File: src/logic/trqa_params.svh
// Purpose: constants of the queue arbiter
// Assumes: queue depths are powers of two
// Notes: sizes are in elements, counts in entries
`ifndef TRQA_PARAMS_SVH
`define TRQA_PARAMS_SVH

////////////////////////////////////////////////////////////////////////////////
// allotments per requestor in the high and low queues
`define TRQA_IMM_ALLOT 2'h3
`define TRQA_CHN_ALLOT 4'h8

// queue depths; urgent one equals the cache maximum
`define TRQA_URG_DEPTH 4
`define TRQA_HIGH_DEPTH 16
`define TRQA_LOW_DEPTH 16
`define TRQA_CNT_W 5

////////////////////////////////////////////////////////////////////////////////
// counts and widths
`define TRQA_N_CH 16
`define TRQA_N_RES 4
`define TRQA_N_LVL 3
`define TRQA_DATA_W 32
`define TRQA_LEN_W 8
`define TRQA_BLEN_W 5

////////////////////////////////////////////////////////////////////////////////
// burst size bounds and per-resource burst sizes, read and write direction
`define TRQA_BURST_MIN 5'h01
`define TRQA_BURST_MAX 5'h10
`define TRQA_RD_SZ_0 5'h10
`define TRQA_RD_SZ_1 5'h10
`define TRQA_RD_SZ_2 5'h01
`define TRQA_RD_SZ_3 5'h08
`define TRQA_WR_SZ_0 5'h10
`define TRQA_WR_SZ_1 5'h08
`define TRQA_WR_SZ_2 5'h01
`define TRQA_WR_SZ_3 5'h08

`endif

File: src/logic/trqa_pkg.sv
// Purpose: types of the queue arbiter
// Assumes: constants come from the params header
// Notes: entry is what each queue slot holds
`include "trqa_params.svh"

package trqa_pkg;
   // who submitted an entry
   typedef enum logic [1:0] {REQ_CACHE, REQ_IMM, REQ_CHAN, REQ_HOST} trqa_req_t;
   // levels, index order urgent, high, low
   typedef enum logic [1:0] {LVL_URG, LVL_HIGH, LVL_LOW} trqa_lvl_t;
   typedef logic [1:0] trqa_res_t;
   typedef logic [`TRQA_LEN_W-1:0] trqa_len_t;
   typedef logic [`TRQA_BLEN_W-1:0] trqa_blen_t;
   typedef logic [`TRQA_DATA_W-1:0] trqa_data_t;
   typedef logic [`TRQA_CNT_W-1:0] trqa_cnt_t;
   // one queued transfer request
   typedef struct packed {
      trqa_req_t req;
      trqa_res_t src;
      trqa_res_t dst;
      trqa_len_t len;
   } trqa_entry_t;
endpackage : trqa_pkg

File: src/logic/trqa_fifo.sv
// Purpose: in-order queue of request entries
// Assumes: DEPTH a power of two; no push when full, no pop when empty
// Notes: storage is flip-flops indexed by wrapping pointers
`timescale 1ns/1ns
`default_nettype none

module trqa_fifo
#(
   parameter int DEPTH = 16
)
(
   // clock and reset
   input wire logic i_clk,
   input wire logic i_srst,
   // write side
   input wire logic i_push,
   input wire trqa_pkg::trqa_entry_t i_data,
   // read side
   input wire logic i_pop,
   output trqa_pkg::trqa_entry_t o_data,
   output trqa_pkg::trqa_cnt_t o_count
);
   import trqa_pkg::*;

   localparam int AW = $clog2(DEPTH);

   typedef struct packed {
      trqa_entry_t [DEPTH-1:0] mem;
      logic [AW-1:0] wp;
      logic [AW-1:0] rp;
      trqa_cnt_t cnt;
   } trqa_fifo_st_t;

   trqa_fifo_st_t q;
   trqa_fifo_st_t d;

   ////////////////////////////////////////////////////////////////////////////////
   // pointers only move forward, so order out equals order in
   always_comb
   begin
      d = q;
      if (i_push)
      begin
         d.mem[q.wp] = i_data;
         d.wp = q.wp + 1'b1;
      end
      if (i_pop)
      begin
         d.rp = q.rp + 1'b1;
      end
      d.cnt = q.cnt + trqa_cnt_t'(i_push) - trqa_cnt_t'(i_pop);
   end

   always_ff @(posedge i_clk)
   begin
      if (i_srst)
      begin
         q <= '0;
      end
      else
      begin
         q <= d;
      end
   end

   assign o_data = q.mem[q.rp];
   assign o_count = q.cnt;
endmodule : trqa_fifo

`default_nettype wire

File: src/logic/trqa_active.sv
// Purpose: active register set of one priority level
// Assumes: loaded only while idle and resources free
// Notes: splits the entry into bursts of 1 to 16
`timescale 1ns/1ns
`default_nettype none

module trqa_active
(
   // clock and reset
   input wire logic i_clk,
   input wire logic i_srst,
   // load from the priority queue head
   input wire logic i_load,
   input wire trqa_pkg::trqa_entry_t i_entry,
   // one element taken from the read bus
   input wire logic i_take,
   // status toward the top
   output logic o_idle,
   output logic o_moving,
   output trqa_pkg::trqa_blen_t o_left,
   output trqa_pkg::trqa_res_t o_src,
   output trqa_pkg::trqa_res_t o_dst,
   // burst request to resources
   output logic o_breq,
   output trqa_pkg::trqa_blen_t o_blen
);
   import trqa_pkg::*;

   typedef enum logic [1:0] {ACT_IDLE, ACT_ISSUE, ACT_MOVE} trqa_act_state_t;

   typedef struct packed {
      trqa_act_state_t st;
      trqa_entry_t ent;
      logic [`TRQA_LEN_W:0] remain;
      trqa_blen_t beats;
      trqa_blen_t blen;
      logic breq;
   } trqa_act_st_t;

   trqa_act_st_t q;
   trqa_act_st_t d;

   // burst size per resource, read direction
   function automatic trqa_blen_t rd_size(input trqa_res_t r);
      case (r)
         2'h0: rd_size = `TRQA_RD_SZ_0;
         2'h1: rd_size = `TRQA_RD_SZ_1;
         2'h2: rd_size = `TRQA_RD_SZ_2;
         default: rd_size = `TRQA_RD_SZ_3;
      endcase
   endfunction : rd_size

   // burst size per resource, write direction
   function automatic trqa_blen_t wr_size(input trqa_res_t r);
      case (r)
         2'h0: wr_size = `TRQA_WR_SZ_0;
         2'h1: wr_size = `TRQA_WR_SZ_1;
         2'h2: wr_size = `TRQA_WR_SZ_2;
         default: wr_size = `TRQA_WR_SZ_3;
      endcase
   endfunction : wr_size

   ////////////////////////////////////////////////////////////////////////////////
   // one entry at a time: load, issue burst, move its elements, repeat
   always_comb
   begin
      trqa_blen_t lim;
      lim = rd_size(q.ent.src);
      d = q;
      d.breq = 1'b0;
      if (wr_size(q.ent.dst) < lim)
      begin
         lim = wr_size(q.ent.dst); // smaller of read and write sizes [RQ12]
      end
      case (q.st)
         ACT_IDLE:
         begin
            if (i_load)
            begin
               d.ent = i_entry; // single entry held [RQ11]
               d.remain = (i_entry.len == '0) ? 9'h001 : {1'b0, i_entry.len};
               d.st = ACT_ISSUE;
            end
         end
         ACT_ISSUE:
         begin
            // a short tail sends fewer elements, never below one
            if (q.remain < {4'h0, lim})
            begin
               d.blen = q.remain[`TRQA_BLEN_W-1:0]; // [RQ12]
            end
            else
            begin
               d.blen = lim; // [RQ12]
            end
            d.beats = d.blen;
            d.breq = 1'b1;
            d.st = ACT_MOVE;
         end
         ACT_MOVE:
         begin
            if (i_take)
            begin
               d.beats = q.beats - 1'b1;
               if (q.beats == `TRQA_BURST_MIN)
               begin
                  d.remain = q.remain - {4'h0, q.blen};
                  d.st = (d.remain == '0) ? ACT_IDLE : ACT_ISSUE;
               end
            end
         end
         default:
         begin
            d.st = ACT_IDLE;
         end
      endcase
   end

   always_ff @(posedge i_clk)
   begin
      if (i_srst)
      begin
         q <= '0;
      end
      else
      begin
         q <= d;
      end
   end

   assign o_idle = (q.st == ACT_IDLE);
   assign o_moving = (q.st == ACT_MOVE);
   assign o_left = q.beats;
   assign o_src = q.ent.src;
   assign o_dst = q.ent.dst;
   assign o_breq = q.breq;
   assign o_blen = q.blen;
endmodule : trqa_active

`default_nettype wire

File: src/logic/trqa_top.sv
// Purpose: request queueing and arbitration of a DMA engine
// Assumes: all inputs synchronous to I_CLOCK; resources honour read ready
// Notes: one push per queue per cycle; host wins the high queue slot
`timescale 1ns/1ns
`default_nettype none

// Operation
// [RQ1] high/low queues: immediate 3, channel 8 outstanding
// [RQ2] allotment count excludes entry in active set
// [RQ3] urgent queue unlimited, sized for cache maximum
// [RQ4] full allotment holds next request back
// [RQ5] held immediate request stalls processor until accepted
// [RQ6] held channel request blocks both levels
// [RQ7] channel resumes when its queued entry advances
// [RQ8] sync events latched during stall; repeats merge
// [RQ9] each level served first in, first out
// [RQ10] every level has its own active set
// [RQ11] active set holds one request at most
// [RQ12] bursts of 1 to 16, per resource/direction
// [RQ13] levels run concurrently with bursts outstanding
// [RQ14] each resource has own read bus
// [RQ15] one shared write bus; peripherals buffer bursts
// [RQ16] levels move data together only on different resources
// [RQ17] software places urgent small work on high
// [RQ18] cache and host levels fixed
// [RQ19] host requests always go to high queue
// [RQ20] each immediate write submits exactly one request
// [RQ21] allotment counters: up on accept, down on advance
module trqa_top
(
   // clock and reset
   input wire logic I_CLOCK,
   input wire logic I_SRST,
   // cache controller requests, urgent level
   input wire logic I_CC_VALID,
   input wire trqa_pkg::trqa_res_t I_CC_SRC,
   input wire trqa_pkg::trqa_res_t I_CC_DST,
   input wire trqa_pkg::trqa_len_t I_CC_LEN,
   output logic O_CC_READY,
   // host port requests, high level
   input wire logic I_HOST_VALID,
   input wire trqa_pkg::trqa_res_t I_HOST_SRC,
   input wire trqa_pkg::trqa_res_t I_HOST_DST,
   input wire trqa_pkg::trqa_len_t I_HOST_LEN,
   output logic O_HOST_READY,
   // immediate transfer path pseudo-register write
   input wire logic I_IMM_WR,
   input wire logic I_IMM_LOW,
   input wire trqa_pkg::trqa_res_t I_IMM_SRC,
   input wire trqa_pkg::trqa_res_t I_IMM_DST,
   input wire trqa_pkg::trqa_len_t I_IMM_LEN,
   output logic O_CPU_STALL,
   // channel transfer engine events and per-channel setup
   input wire logic [`TRQA_N_CH-1:0] I_SYNC_EVT,
   input wire logic [`TRQA_N_CH-1:0] I_CH_LOW,
   input wire trqa_pkg::trqa_res_t [`TRQA_N_CH-1:0] I_CH_SRC,
   input wire trqa_pkg::trqa_res_t [`TRQA_N_CH-1:0] I_CH_DST,
   input wire trqa_pkg::trqa_len_t [`TRQA_N_CH-1:0] I_CH_LEN,
   output logic O_CHN_STALL,
   output logic [`TRQA_N_CH-1:0] O_EVT_PEND,
   // burst requests, one lane per level
   output logic [`TRQA_N_LVL-1:0] O_BREQ_VALID,
   output trqa_pkg::trqa_res_t [`TRQA_N_LVL-1:0] O_BREQ_SRC,
   output trqa_pkg::trqa_res_t [`TRQA_N_LVL-1:0] O_BREQ_DST,
   output trqa_pkg::trqa_blen_t [`TRQA_N_LVL-1:0] O_BREQ_LEN,
   // dedicated read buses
   input wire logic [`TRQA_N_RES-1:0] I_RD_VALID,
   input wire trqa_pkg::trqa_data_t [`TRQA_N_RES-1:0] I_RD_DATA,
   output logic [`TRQA_N_RES-1:0] O_RD_READY,
   // shared write bus
   output logic O_WR_VALID,
   output trqa_pkg::trqa_res_t O_WR_SEL,
   output trqa_pkg::trqa_data_t O_WR_DATA
);
   import trqa_pkg::*;

   typedef struct packed {
      logic [1:0][1:0] imm_cnt;
      logic [1:0][3:0] chn_cnt;
      logic imm_pend;
      logic imm_low;
      trqa_entry_t imm_ent;
      logic [`TRQA_N_CH-1:0] evt;
      logic hold;
      logic [3:0] hold_ch;
      logic cc_rdy;
      logic host_rdy;
      logic cpu_stall;
      logic chn_stall;
      logic [`TRQA_N_RES-1:0] rd_rdy;
      logic [1:0] gnt;
      logic wr_vld;
      trqa_res_t wr_sel;
      trqa_data_t wr_data;
   } trqa_top_st_t;

   trqa_top_st_t q;
   trqa_top_st_t d;

   // queue and active set interconnect, indexed by level
   logic [`TRQA_N_LVL-1:0] push;
   logic [`TRQA_N_LVL-1:0] pop;
   trqa_entry_t [`TRQA_N_LVL-1:0] push_ent;
   trqa_entry_t [`TRQA_N_LVL-1:0] head;
   trqa_cnt_t [`TRQA_N_LVL-1:0] qcnt;
   logic [`TRQA_N_LVL-1:0] act_idle;
   logic [`TRQA_N_LVL-1:0] act_moving;
   logic [`TRQA_N_LVL-1:0] take;
   trqa_blen_t [`TRQA_N_LVL-1:0] act_left;
   trqa_res_t [`TRQA_N_LVL-1:0] act_src;
   trqa_res_t [`TRQA_N_LVL-1:0] act_dst;
   trqa_cnt_t [`TRQA_N_LVL-1:0] depth;

   assign depth[0] = trqa_cnt_t'(`TRQA_URG_DEPTH);
   assign depth[1] = trqa_cnt_t'(`TRQA_HIGH_DEPTH);
   assign depth[2] = trqa_cnt_t'(`TRQA_LOW_DEPTH);

   ////////////////////////////////////////////////////////////////////////////////
   // one queue and one active set per level
   genvar g;
   generate
      for (g = 0; g < `TRQA_N_LVL; g++)
      begin : gen_lvl
         localparam int DEP = (g == 0) ? `TRQA_URG_DEPTH : (g == 1) ? `TRQA_HIGH_DEPTH : `TRQA_LOW_DEPTH;
         trqa_fifo #(.DEPTH(DEP)) u_queue // strict arrival order [RQ9]
         (
            .i_clk(I_CLOCK),
            .i_srst(I_SRST),
            .i_push(push[g]),
            .i_data(push_ent[g]),
            .i_pop(pop[g]),
            .o_data(head[g]),
            .o_count(qcnt[g])
         );
         trqa_active u_active // independent set per level [RQ10]
         (
            .i_clk(I_CLOCK),
            .i_srst(I_SRST),
            .i_load(pop[g]),
            .i_entry(head[g]),
            .i_take(take[g]),
            .o_idle(act_idle[g]),
            .o_moving(act_moving[g]),
            .o_left(act_left[g]),
            .o_src(act_src[g]),
            .o_dst(act_dst[g]),
            .o_breq(O_BREQ_VALID[g]), // levels issue bursts concurrently [RQ13]
            .o_blen(O_BREQ_LEN[g])
         );
         assign O_BREQ_SRC[g] = act_src[g];
         assign O_BREQ_DST[g] = act_dst[g];
         // only the granted level takes a beat from its source
         assign take[g] = act_moving[g] && (q.gnt == 2'(g)) && q.rd_rdy[act_src[g]]
                          && I_RD_VALID[act_src[g]]; // [RQ14]
      end
   endgenerate

   ////////////////////////////////////////////////////////////////////////////////
   // advance heads into idle sets, never onto a busy resource
   always_comb
   begin
      trqa_res_t cs;
      trqa_res_t cd;
      cs = '0;
      cd = '0;
      pop = '0;
      for (int l = 0; l < `TRQA_N_LVL; l++)
      begin
         if (qcnt[l] != '0 && act_idle[l])
         begin
            pop[l] = 1'b1;
            for (int k = 0; k < `TRQA_N_LVL; k++)
            begin
               cs = act_idle[k] ? head[k].src : act_src[k];
               cd = act_idle[k] ? head[k].dst : act_dst[k];
               // lower-index level already claiming wins a same-cycle tie
               if (k != l && (!act_idle[k] || pop[k]) &&
                   (cs == head[l].src || cs == head[l].dst || cd == head[l].src || cd == head[l].dst))
               begin
                  pop[l] = 1'b0; // disjoint resources only [RQ16]
               end
            end
         end
      end
   end

   ////////////////////////////////////////////////////////////////////////////////
   // submission, allotments, stalls and data routing
   always_comb
   begin
      logic imm_v;
      logic imm_lo;
      trqa_entry_t imm_e;
      logic imm_ok;
      logic ch_v;
      logic [3:0] ch;
      logic ch_lo;
      trqa_entry_t ch_e;
      logic ch_ok;
      logic ch_room;
      logic found;
      logic [1:0] lv;
      trqa_cnt_t nxt;
      imm_v = 1'b0;
      imm_lo = 1'b0;
      imm_e = '0;
      imm_ok = 1'b0;
      ch_v = 1'b0;
      ch = '0;
      ch_lo = 1'b0;
      ch_e = '0;
      ch_ok = 1'b0;
      ch_room = 1'b0;
      found = 1'b0;
      lv = '0;
      nxt = '0;
      d = q;
      push = '0;
      push_ent = '0;

      // cache controller only ever uses the urgent queue
      push[LVL_URG] = I_CC_VALID && q.cc_rdy; // fixed level [RQ18]
      push_ent[LVL_URG] = '{REQ_CACHE, I_CC_SRC, I_CC_DST, I_CC_LEN}; // no allotment [RQ3]

      // host port always lands in the high queue and takes its slot first
      push[LVL_HIGH] = I_HOST_VALID && q.host_rdy; // [RQ19] [RQ18]
      push_ent[LVL_HIGH] = '{REQ_HOST, I_HOST_SRC, I_HOST_DST, I_HOST_LEN};

      // immediate path: a held request goes before any new write
      if (q.imm_pend)
      begin
         imm_v = 1'b1;
         imm_lo = q.imm_low;
         imm_e = q.imm_ent;
      end
      else if (I_IMM_WR)
      begin
         imm_v = 1'b1; // one write, one request [RQ20]
         imm_lo = I_IMM_LOW;
         imm_e = '{REQ_IMM, I_IMM_SRC, I_IMM_DST, I_IMM_LEN};
      end
      imm_ok = imm_v && (q.imm_cnt[imm_lo] < `TRQA_IMM_ALLOT) // [RQ1] [RQ4]
               && (qcnt[imm_lo ? 2 : 1] < depth[imm_lo ? 2 : 1]) && !(!imm_lo && push[LVL_HIGH]);
      if (imm_ok)
      begin
         push[imm_lo ? 2 : 1] = 1'b1;
         push_ent[imm_lo ? 2 : 1] = imm_e;
      end
      // a refused write waits here with the processor stalled
      d.imm_pend = imm_v && !imm_ok; // [RQ5]
      d.imm_low = imm_lo;
      d.imm_ent = imm_e;
      d.cpu_stall = d.imm_pend; // released once it enters its queue [RQ5]

      // channel engine: a held channel blocks every other one [RQ6]
      if (q.hold)
      begin
         ch_v = 1'b1;
         ch = q.hold_ch;
      end
      else
      begin
         for (int i = `TRQA_N_CH - 1; i >= 0; i--)
         begin
            if (q.evt[i])
            begin
               ch_v = 1'b1;
               ch = 4'(i);
            end
         end
      end
      ch_lo = I_CH_LOW[ch];
      ch_e = '{REQ_CHAN, I_CH_SRC[ch], I_CH_DST[ch], I_CH_LEN[ch]};
      ch_room = (q.chn_cnt[ch_lo] < `TRQA_CHN_ALLOT) // [RQ1] [RQ4]
                && (qcnt[ch_lo ? 2 : 1] < depth[ch_lo ? 2 : 1]);
      ch_ok = ch_v && ch_room && !push[ch_lo ? 2 : 1];
      if (ch_ok)
      begin
         push[ch_lo ? 2 : 1] = 1'b1;
         push_ent[ch_lo ? 2 : 1] = ch_e;
      end
      // losing the slot to another submitter is a retry, not a stall
      d.hold = ch_v && !ch_room; // resumes when its entry advances [RQ7]
      d.hold_ch = ch;
      d.chn_stall = d.hold; // [RQ6]

      // events keep latching during a stall; a repeat merges into its bit
      d.evt = (q.evt & ~(ch_ok ? (`TRQA_N_CH'(1) << ch) : '0)) | I_SYNC_EVT; // set wins [RQ8]

      // allotments count queued entries only, so they drop on advance
      for (int l = 0; l < 2; l++)
      begin
         d.imm_cnt[l] = q.imm_cnt[l] // [RQ21] [RQ2]
                        + 2'(push[l + 1] && push_ent[l + 1].req == REQ_IMM)
                        - 2'(pop[l + 1] && head[l + 1].req == REQ_IMM);
         d.chn_cnt[l] = q.chn_cnt[l] // [RQ21] [RQ2]
                        + 4'(push[l + 1] && push_ent[l + 1].req == REQ_CHAN)
                        - 4'(pop[l + 1] && head[l + 1].req == REQ_CHAN);
      end

      // ready for next cycle from the occupancy this cycle leaves behind
      nxt = qcnt[0] + trqa_cnt_t'(push[0]) - trqa_cnt_t'(pop[0]);
      d.cc_rdy = nxt < depth[0]; // [RQ3]
      nxt = qcnt[1] + trqa_cnt_t'(push[1]) - trqa_cnt_t'(pop[1]);
      d.host_rdy = nxt < depth[1];

      // rotate the write bus among levels that still expect beats
      d.rd_rdy = '0;
      for (int i = 1; i <= `TRQA_N_LVL; i++)
      begin
         lv = 2'((int'(q.gnt) + i) % `TRQA_N_LVL);
         if (!found && act_moving[lv] && (act_left[lv] - trqa_blen_t'(take[lv])) != '0)
         begin
            found = 1'b1;
            d.gnt = lv;
            d.rd_rdy[act_src[lv]] = 1'b1; // [RQ14]
         end
      end

      // a taken read beat goes onto the one write bus the next cycle
      d.wr_vld = |take; // [RQ15]
      for (int l = 0; l < `TRQA_N_LVL; l++)
      begin
         if (take[l])
         begin
            d.wr_sel = act_dst[l]; // [RQ15]
            d.wr_data = I_RD_DATA[act_src[l]];
         end
      end
   end

   ////////////////////////////////////////////////////////////////////////////////
   // state register
   always_ff @(posedge I_CLOCK)
   begin
      if (I_SRST)
      begin
         q <= '0;
      end
      else
      begin
         q <= d;
      end
   end

   ////////////////////////////////////////////////////////////////////////////////
   // outputs straight from state flops
   assign O_CC_READY = q.cc_rdy;
   assign O_HOST_READY = q.host_rdy;
   assign O_CPU_STALL = q.cpu_stall;
   assign O_CHN_STALL = q.chn_stall;
   assign O_EVT_PEND = q.evt;
   assign O_RD_READY = q.rd_rdy;
   assign O_WR_VALID = q.wr_vld;
   assign O_WR_SEL = q.wr_sel;
   assign O_WR_DATA = q.wr_data;
endmodule : trqa_top

`default_nettype wire

File: config.mk
export PLATFORM = sky130hd
export DESIGN_NAME = trqa_top
export DESIGN_NICKNAME = d
export VERILOG_FILES = /design/src/logic/trqa_pkg.sv /design/src/logic/trqa_fifo.sv /design/src/logic/trqa_active.sv /design/src/logic/trqa_top.sv
export VERILOG_INCLUDE_DIRS = /design/src /design/src/logic
export SDC_FILE = /design/constraint.sdc
export NUM_CORES = 2
export LEC_CHECK = 0
export BUFFER_PORTS_ARGS = -buffer_cell sky130_fd_sc_hd__buf_2
export CAP_MARGIN = 20
export CORE_MARGIN = 2
export CORE_UTILIZATION = 37
export CTS_CLUSTER_DIAMETER = 120
export DETAILED_ROUTE_END_ITERATION = 10
export GPL_TIMING_DRIVEN = 0
export PLACE_DENSITY_LB_ADDON = 0.3
export SYNTH_ARGS = -nofsm -noshare
export SYNTH_HDL_FRONTEND = slang
export SYNTH_SLANG_ARGS = --single-unit
File: constraint.sdc
create_clock -name I_CLOCK -period 5 [get_ports I_CLOCK]
set_clock_uncertainty 0.2 [all_clocks]
set_input_delay 0.5 -clock I_CLOCK [delete_from_list [all_inputs] [get_ports I_CLOCK]]
set_output_delay 0.5 -clock I_CLOCK [all_outputs]
set_load 0.05 [all_outputs]
## After elaboration in Yosys (flattened, before gate mapping)

Cells that the tools add are included.

- Logic and storage cells: 685
- Output and inout bits: 89
- Input port bits: 398
- Register bits: 739

- Muxes and demuxes: 215
- Reduce and logical (&&, ||, !) cells: 126
- Shift-type cells: 1
- Order comparisons: 40
- Equal/unequal tests: 61
- Bitwise operators: 7
- Div/mod/pow operators: 3
- Add/subtract/negate cells: 32

Operators with widths:

| operator | number |
|---|---|
| bitwise mux 224 bit | 2 |
| binary-select mux 32 bit (select 2 bit) | 3 |
| 2-to-1 mux 14 bit | 12 |
| binary-select mux 14 bit (select 4 bit) | 2 |
| demux 14 bit (select 4 bit) | 2 |
| 2-to-1 mux 34 bit | 3 |
| remainder unit 32 x 3 -> 32 bit, second input constant | 3 |
| 2-to-1 mux 32 bit | 3 |
| one-hot mux 5 bit (2 select lines) | 9 |
| 2-to-1 mux 5 bit | 17 |
| bitwise mux 42 bit | 2 |
| demux 14 bit (select 2 bit) | 3 |
| 2-to-1 mux 42 bit | 2 |
| 2-to-1 mux 4 bit | 19 |
| 2-to-1 mux 25 bit | 3 |
| binary-select mux 5 bit (select 2 bit) | 7 |
| 2-to-1 mux 1 bit | 58 |
| bitwise mux 56 bit | 1 |
| one-hot mux 9 bit (2 select lines) | 3 |
| logical AND 1 bit | 50 |
| equality test 2 bit | 24 |
| 2-to-1 mux 2 bit | 21 |
| < comparator 2 x 3 -> 1 bit, second input constant | 13 |
| binary-select mux 8 bit (select 4 bit) | 1 |
| 60 further kinds | 222 |

## Longest topological paths before layout

- Depth after elaboration: 32
- Depth in mapped cells: 24

## By module

Synthesis repeated with hierarchy kept, for this count alone.

- Cell total of the unflattened synthesis: 4863
- Area, all modules: 40568.9 µm²

By module, submodules not included:

| module | cells each | area each (µm²) | times used |
|---|---|---|---|
| trqa_top | 1361 | 11243.3 | 1 |
| trqa_fifo (gen_lvl[2].u_queue) | 1215 | 10311.1 | 1 |
| trqa_fifo (gen_lvl[1].u_queue) | 1212 | 10309.9 | 1 |
| trqa_active | 251 | 1946.9 | 3 |
| trqa_fifo (gen_lvl[0].u_queue) | 322 | 2864.0 | 1 |

## Least setup slack after synthesis

Ideal clock, no wire load.

- Path type: register to register
- Start point: register gen_lvl[2].u_queue.q[5] (netlist name)
- End point: register gen_lvl[2].u_queue.q, in the netlist gen_lvl[2].u_queue.o_count[4]
- Path buffers: 3
- Slack: 0.426 ns
- Stages on the path, launching flop included: 24
- Arrival: 4.242 ns
- Setup time: 0.132 ns
- Clock period less this slack: 4.574 ns
- Cells stage by stage: dfxtp_1 > buf_4 > mux4_2 > mux2_2 > a22o_1 > buf_2 > o21ai_1 > xnor2_1 > o221ai_1 > o211a_1 > o311ai_2 > nand2_2 > inv_1 > buf_4 > ha_1 > inv_1 > ha_1 > inv_1 > fa_1 > inv_1 > a21oi_1 > nor2_1 > or3_1 > a21oi_1

- Longest elaborated chain between the ends: 20
- Elaborated cells on any way between the ends: 48
- Classes of those cells: add/sub (1); eq/ne (16); mux (12); reduce/logical (19)

Ends and longest elaborated chain:

| element | RTL line | source |
|---|---|---|
| start: declaration | trqa_fifo.sv:34 | `trqa_fifo_st_t q;` |
| start signal: assignment | trqa_fifo.sv:58 | `q <= '0;` |
| start signal: assignment | trqa_fifo.sv:62 | `q <= d;` |
| binary-select mux 14 bit (select 4 bit) (*) | trqa_fifo.sv:66 | `assign o_data = q.mem[q.rp];` |
| 2-to-1 mux 14 bit (not written as such) (*) | trqa_fifo.sv:66 |  |
| 2-to-1 mux 2 bit | -- |  |
| equality test 2 bit | trqa_top.sv:178 | `(cs == head[l].src \|\| cs == head[l].dst \|\| cd == head[l].src \|\| cd == head[l].dst))` |
| logical OR 1 bit (3 in series) | trqa_top.sv:178 |  |
| logical AND 1 bit | trqa_top.sv:177 | `if (k != l && (!act_idle[k] \|\| pop[k]) &&` |
| 2-to-1 mux 1 bit | trqa_top.sv:177 |  |
| 2-to-1 mux 1 bit | trqa_top.sv:169 | `if (qcnt[l] != '0 && act_idle[l])` |
| (+2 left out) | -- |  |
| 2-to-1 mux 1 bit (2 in series) | trqa_top.sv:177 |  |
| 2-to-1 mux 1 bit | trqa_top.sv:169 |  |
| logical OR 1 bit | trqa_top.sv:177 |  |
| logical AND 1 bit | trqa_top.sv:177 |  |
| 2-to-1 mux 1 bit (*) | trqa_top.sv:177 |  |
| 2-to-1 mux 1 bit (*) | trqa_top.sv:169 |  |
| named net gen_lvl[2].u_active.i_load | trqa_active.sv:13 | `input wire logic i_load,` |
| subtractor 5 x 1 -> 5 bit (*) | trqa_fifo.sv:51 | `d.cnt = q.cnt + trqa_cnt_t'(i_push) - trqa_cnt_t'(i_pop);` |

Mark *: on every way through the listed nets, which the timed path passes. The rest lies on a longest branch. The select of a mux whose other input is x is not followed.
A chain may end at the register's enable or synchronous reset.

==> flow_metrics.py <==
metrics = {
    "outcome": {
        "status": "finished clean",
    },
    "sta": {
        "max_freq_mhz": 202,
        "maxSlewHeadroom_pct": 18.4,
        "fin_crit_sh_pct": 98.9,
        "drv_slew": 0,
        "period_minus_slack_ns": 4.95,
        "rsz0062_at_grt": "true",
        "setup_viol": 0,
        "worst_pin_slew_ns": 1.21,
        "hold_viol": 0,
        "setup_ws_ns": 0.0537,
    },
    "power": {
        "ir_drop_mv": 0.268,
        "p_sw_mw": 9.74,
        "clock_power_share_pct": 26.4,
        "p_leak_nw": 17.3,
        "swShare_pct": 41.3,
        "p_comb_share_pct": 45.9,
        "pwr-share-seq_pct": 27.8,
        "p_int_mw": 13.9,
        "powerDensity_nw_per_um2": 502,
    },
    "clocking": {
        "cts_root_buf": "clkbuf_16",
        "cts_tree": "done",
        "path_clk_slew_ns": 0.06,
        "cts_inserted_buffers": 80,
        "insertion_delay_ns": 0.65,
        "htreeDepth": 3,
        "clock_path_buffers": 3,
        "cts_num_sinks": 701,
    },
    "cells_and_area": {
        "layoutNonFillerInstCount": 6244,
        "fillCellCount": 10100,
        "multiInputGateArea_um2": 22500,
        "regArea_um2": 14000,
        "layout-drive-gt1-share_pct": 24.2,
        "final_cell_area_um2": 47000,
        "fin_util_pct": 45.3,
        "nNetsFinal": 5285,
        "syn_to_final_growth_pct": 21.4,
    },
    "floorplan": {
        "dieArea_um2": 107000,
        "die_y_um": 327,
        "core_um2": 104000,
        "rows": 118,
        "io_pins": 487,
        "fp.dieW_um": 327,
        "start_util_pct": 37.3,
    },
    "worst_setup_path": {
        "crit_fanout": 3,
        "cp_data_required_time_ns": 5.28,
        "crit_type": "reg2reg",
        "worstPathArrival_ns": 5.22,
        "crit_path_end_kind": "register",
        "cp-start-kind": "register",
    },
    "global_routing": {
        "grtUsageTotal_pct": 27.6,
        "grt_max_degree": 20,
        "gr-total-overflow": 0,
        "antenna_found_initial": 8,
        "grt_pass1_wl_um": 226000,
        "grt_pass1_vias": 35000,
    },
    "logic_synthesis": {
        "synth_most_common_cell": "dfxtp_1",
        "syn-instance-count": 4166,
        "yosysTopAreaCell": "dfxtp_1",
        "syn_nets": 4658,
        "async_reset_ff_share_pct": 0,
        "netlist_top_cells_count": "701 x dfxtp_1, 424 x nand2_1, 406 x nor2_1",
        "syn-cell-area_um2": 38700,
        "synthTopCellsByArea": "dfxtp_1 36%, mux4_2 13%, mux2i_1 4.5%, o2bb2ai_1 4.3%, nand2_1 4.1%",
        "yosysWarningCount": 0,
        "avgSynthCellArea_um2": 9.29,
        "seq_area_frac_synth_pct": 36.3,
        "synth-main-ff-cell": "dfxtp_1",
        "synth_edf_count": 0,
        "yosysTopAreaCellShare_pct": 36.3,
        "yosys_register_bits": 701,
        "synth_cell_types": 87,
    },
    "drt": {
        "drt_wl_total_um": 153000,
        "wire_per_inst_um": 24.5,
        "ant_nets": 0,
        "drt_iter0_markers": 3286,
        "via_per_inst": 5.84,
        "drc": 0,
        "dr.pass1.iters": 5,
        "vias": 36500,
    },
    "placement": {
        "dpl.hpwl_um": 116000,
        "pre_cts_ws_ns": -1.36,
        "dpl-instance-area_um2": 42900,
        "numPortBuffers": 486,
        "dpl.cell_count": 6037,
        "gp_congestion": 1.02,
    },
    "min_path": {
        "hold_class": "in2reg",
    },
    "job": {
        "drv_cap": 0,
    },
}
==> timing repair <==
item / CTS / global route
hold endpoints to repair: 66 / 0
hold buffers: 30 / 0
setup endpoints to repair: 51 / 35
pin swaps: 10 / 20
gates cloned: 0 / 1
setup buffers: 12 / 16
gates resized for setup: 100 / 77
==> sequential cells by signal (all words and copies together), names as in the netlist <==
name and flops:
q 33, gen_lvl.u_active.o_dst 6, O_EVT_PEND 16, O_RD_READY 4
O_WR_SEL 2, gen_lvl.u_queue.o_count 15, gen_lvl.u_active.q 33, O_WR_VALID 1
gen_lvl.u_queue.q 516, gen_lvl.u_active.o_left 15, O_CHN_STALL 1, gen_lvl.u_active.o_src 6
O_CC_READY 1, gen_lvl.u_active.o_blen 15, O_WR_DATA 32, O_CPU_STALL 1
gen_lvl.u_active.o_breq 3, O_HOST_READY 1
==> layout make-up <==
cell class / instances / area share [%]
multi-input combinational: 2898 / 48.0
antenna: 9 / 0.0480
tap: 1380 / 3.68
timing repair buffer: 550 / 6.68
inverter: 121 / 0.986
clock inverter: 24 / 0.810
buffer: 441 / 4.84
clock buffer: 120 / 5.06
sequential: 701 / 29.9
==> power groups by stage <==
stage / registers [mW] / clock network, mW / logic [mW]
3_3_place_gp: 6.64 / 0 / 9.82
5_1_grt: 6.61 / 6.50 / 11.6
6_report: 6.55 / 6.22 / 10.8
2_1_floorplan: 6.51 / 0 / 6.91
3_5_place_dp: 6.64 / 0 / 9.91
4_1_cts: 6.54 / 6.27 / 10.4
==> layer usage <==
metal	vias to the layer above	global-route usage (%)	share of wire [%]	routed length [um]
li1	16500	-	-	-
met4	0	12.1	4.6	7000
met3	337	5.09	8.8	13500
met1	17900	37.3	42	64500
met2	1768	42.9	44	68100
met5	-	0	0	0
==> logic make-up after synthesis <==
kind of cell | Yosys count | share of synthesized area, %
xor gates and xnor gates | 101 | 2.29
buffers and inverters | 567 | 6.70
AOI/OAI and AO/OA | 1152 | 20.8
and+or+nand+nor | 1132 | 12.7
muxes | 419 | 18.0
adders and majority gates | 94 | 3.20
DFF | 701 | 36.3
==> worst paths after layout <==
check	start	to	slack (ns)	depth (start not counted)
setup / recovery	gen_lvl[2].u_queue.q[5]$_SDFFE_PP0P_	q[87]$_SDFF_PP0_	0.05	19
hold / removal	I_IMM_LEN[5]	q[71]$_SDFF_PP0_	0.03	3
setup reg to reg	gen_lvl[2].u_queue.q[5]$_SDFFE_PP0P_	q[87]$_SDFF_PP0_	0.05	19
hold reg to reg	gen_lvl[0].u_queue.q[9]$_SDFFE_PP0P_	gen_lvl[0].u_queue.q[9]$_SDFFE_PP0P_	0.25	2
==> per-stage QoR <==
| stage | TNS, ns | total power [mW] | hold WS (ns) |
|---|---|---|---|
| detailed placement | -26.64 | 16.6 | 0.241 |
| global placement | -24.45 | 16.5 | 0.239 |
| floorplan | 0 | 13.4 | 0.227 |
| global route | -0.346 | 24.7 | 0.0453 |
| finish | 0 | 23.6 | 0.0257 |
| CTS | 0 | 23.2 | 0.00122 |
==> critical path: stages (launching register included) <==
cell and delay, ns:
dfxtp_2 0.33, buf_6 0.14, mux4_2 0.51, mux2_4 0.33
a22o_1 0.23, buf_6 0.13, o21ai_4 0.18, xnor2_2 0.15
o221ai_2 0.13, o211a_1 0.27, buf_6 0.14, o311ai_4 0.34
nand2_4 0.14, buf_12 0.16, nor3b_4 0.40, ha_4 0.28
inv_4 0.05, ha_4 0.12, fa_2 0.42, nor2b_4 0.13
==> cell usage in the layout, fill, tap and decap left out, types with 15 or more instances in the layout <==
master	instances
a211oi_1	176
a211oi_2	23
a21o_1	17
a21oi_1	290
a22oi_1	27
a311o_1	15
a311oi_1	49
a31oi_1	28
and3_1	36
buf_1	21
buf_2	517
buf_4	119
clkbuf_1	272
clkbuf_16	83
clkbuf_2	15
clkbuf_8	18
dfxtp_1	696
dlygate4sd3_1	30
ha_1	84
inv_1	111
mux2_2	21
mux2i_1	159
mux4_2	219
nand2_1	421
nand2b_1	26
nand3_1	59
nand4_1	27
nor2_1	403
nor2b_1	43
nor3_1	42
o21ai_0	186
o22a_1	15
o2bb2ai_1	192
xnor2_1	62
xor2_1	36
Power figures use the tool's default switching activity.
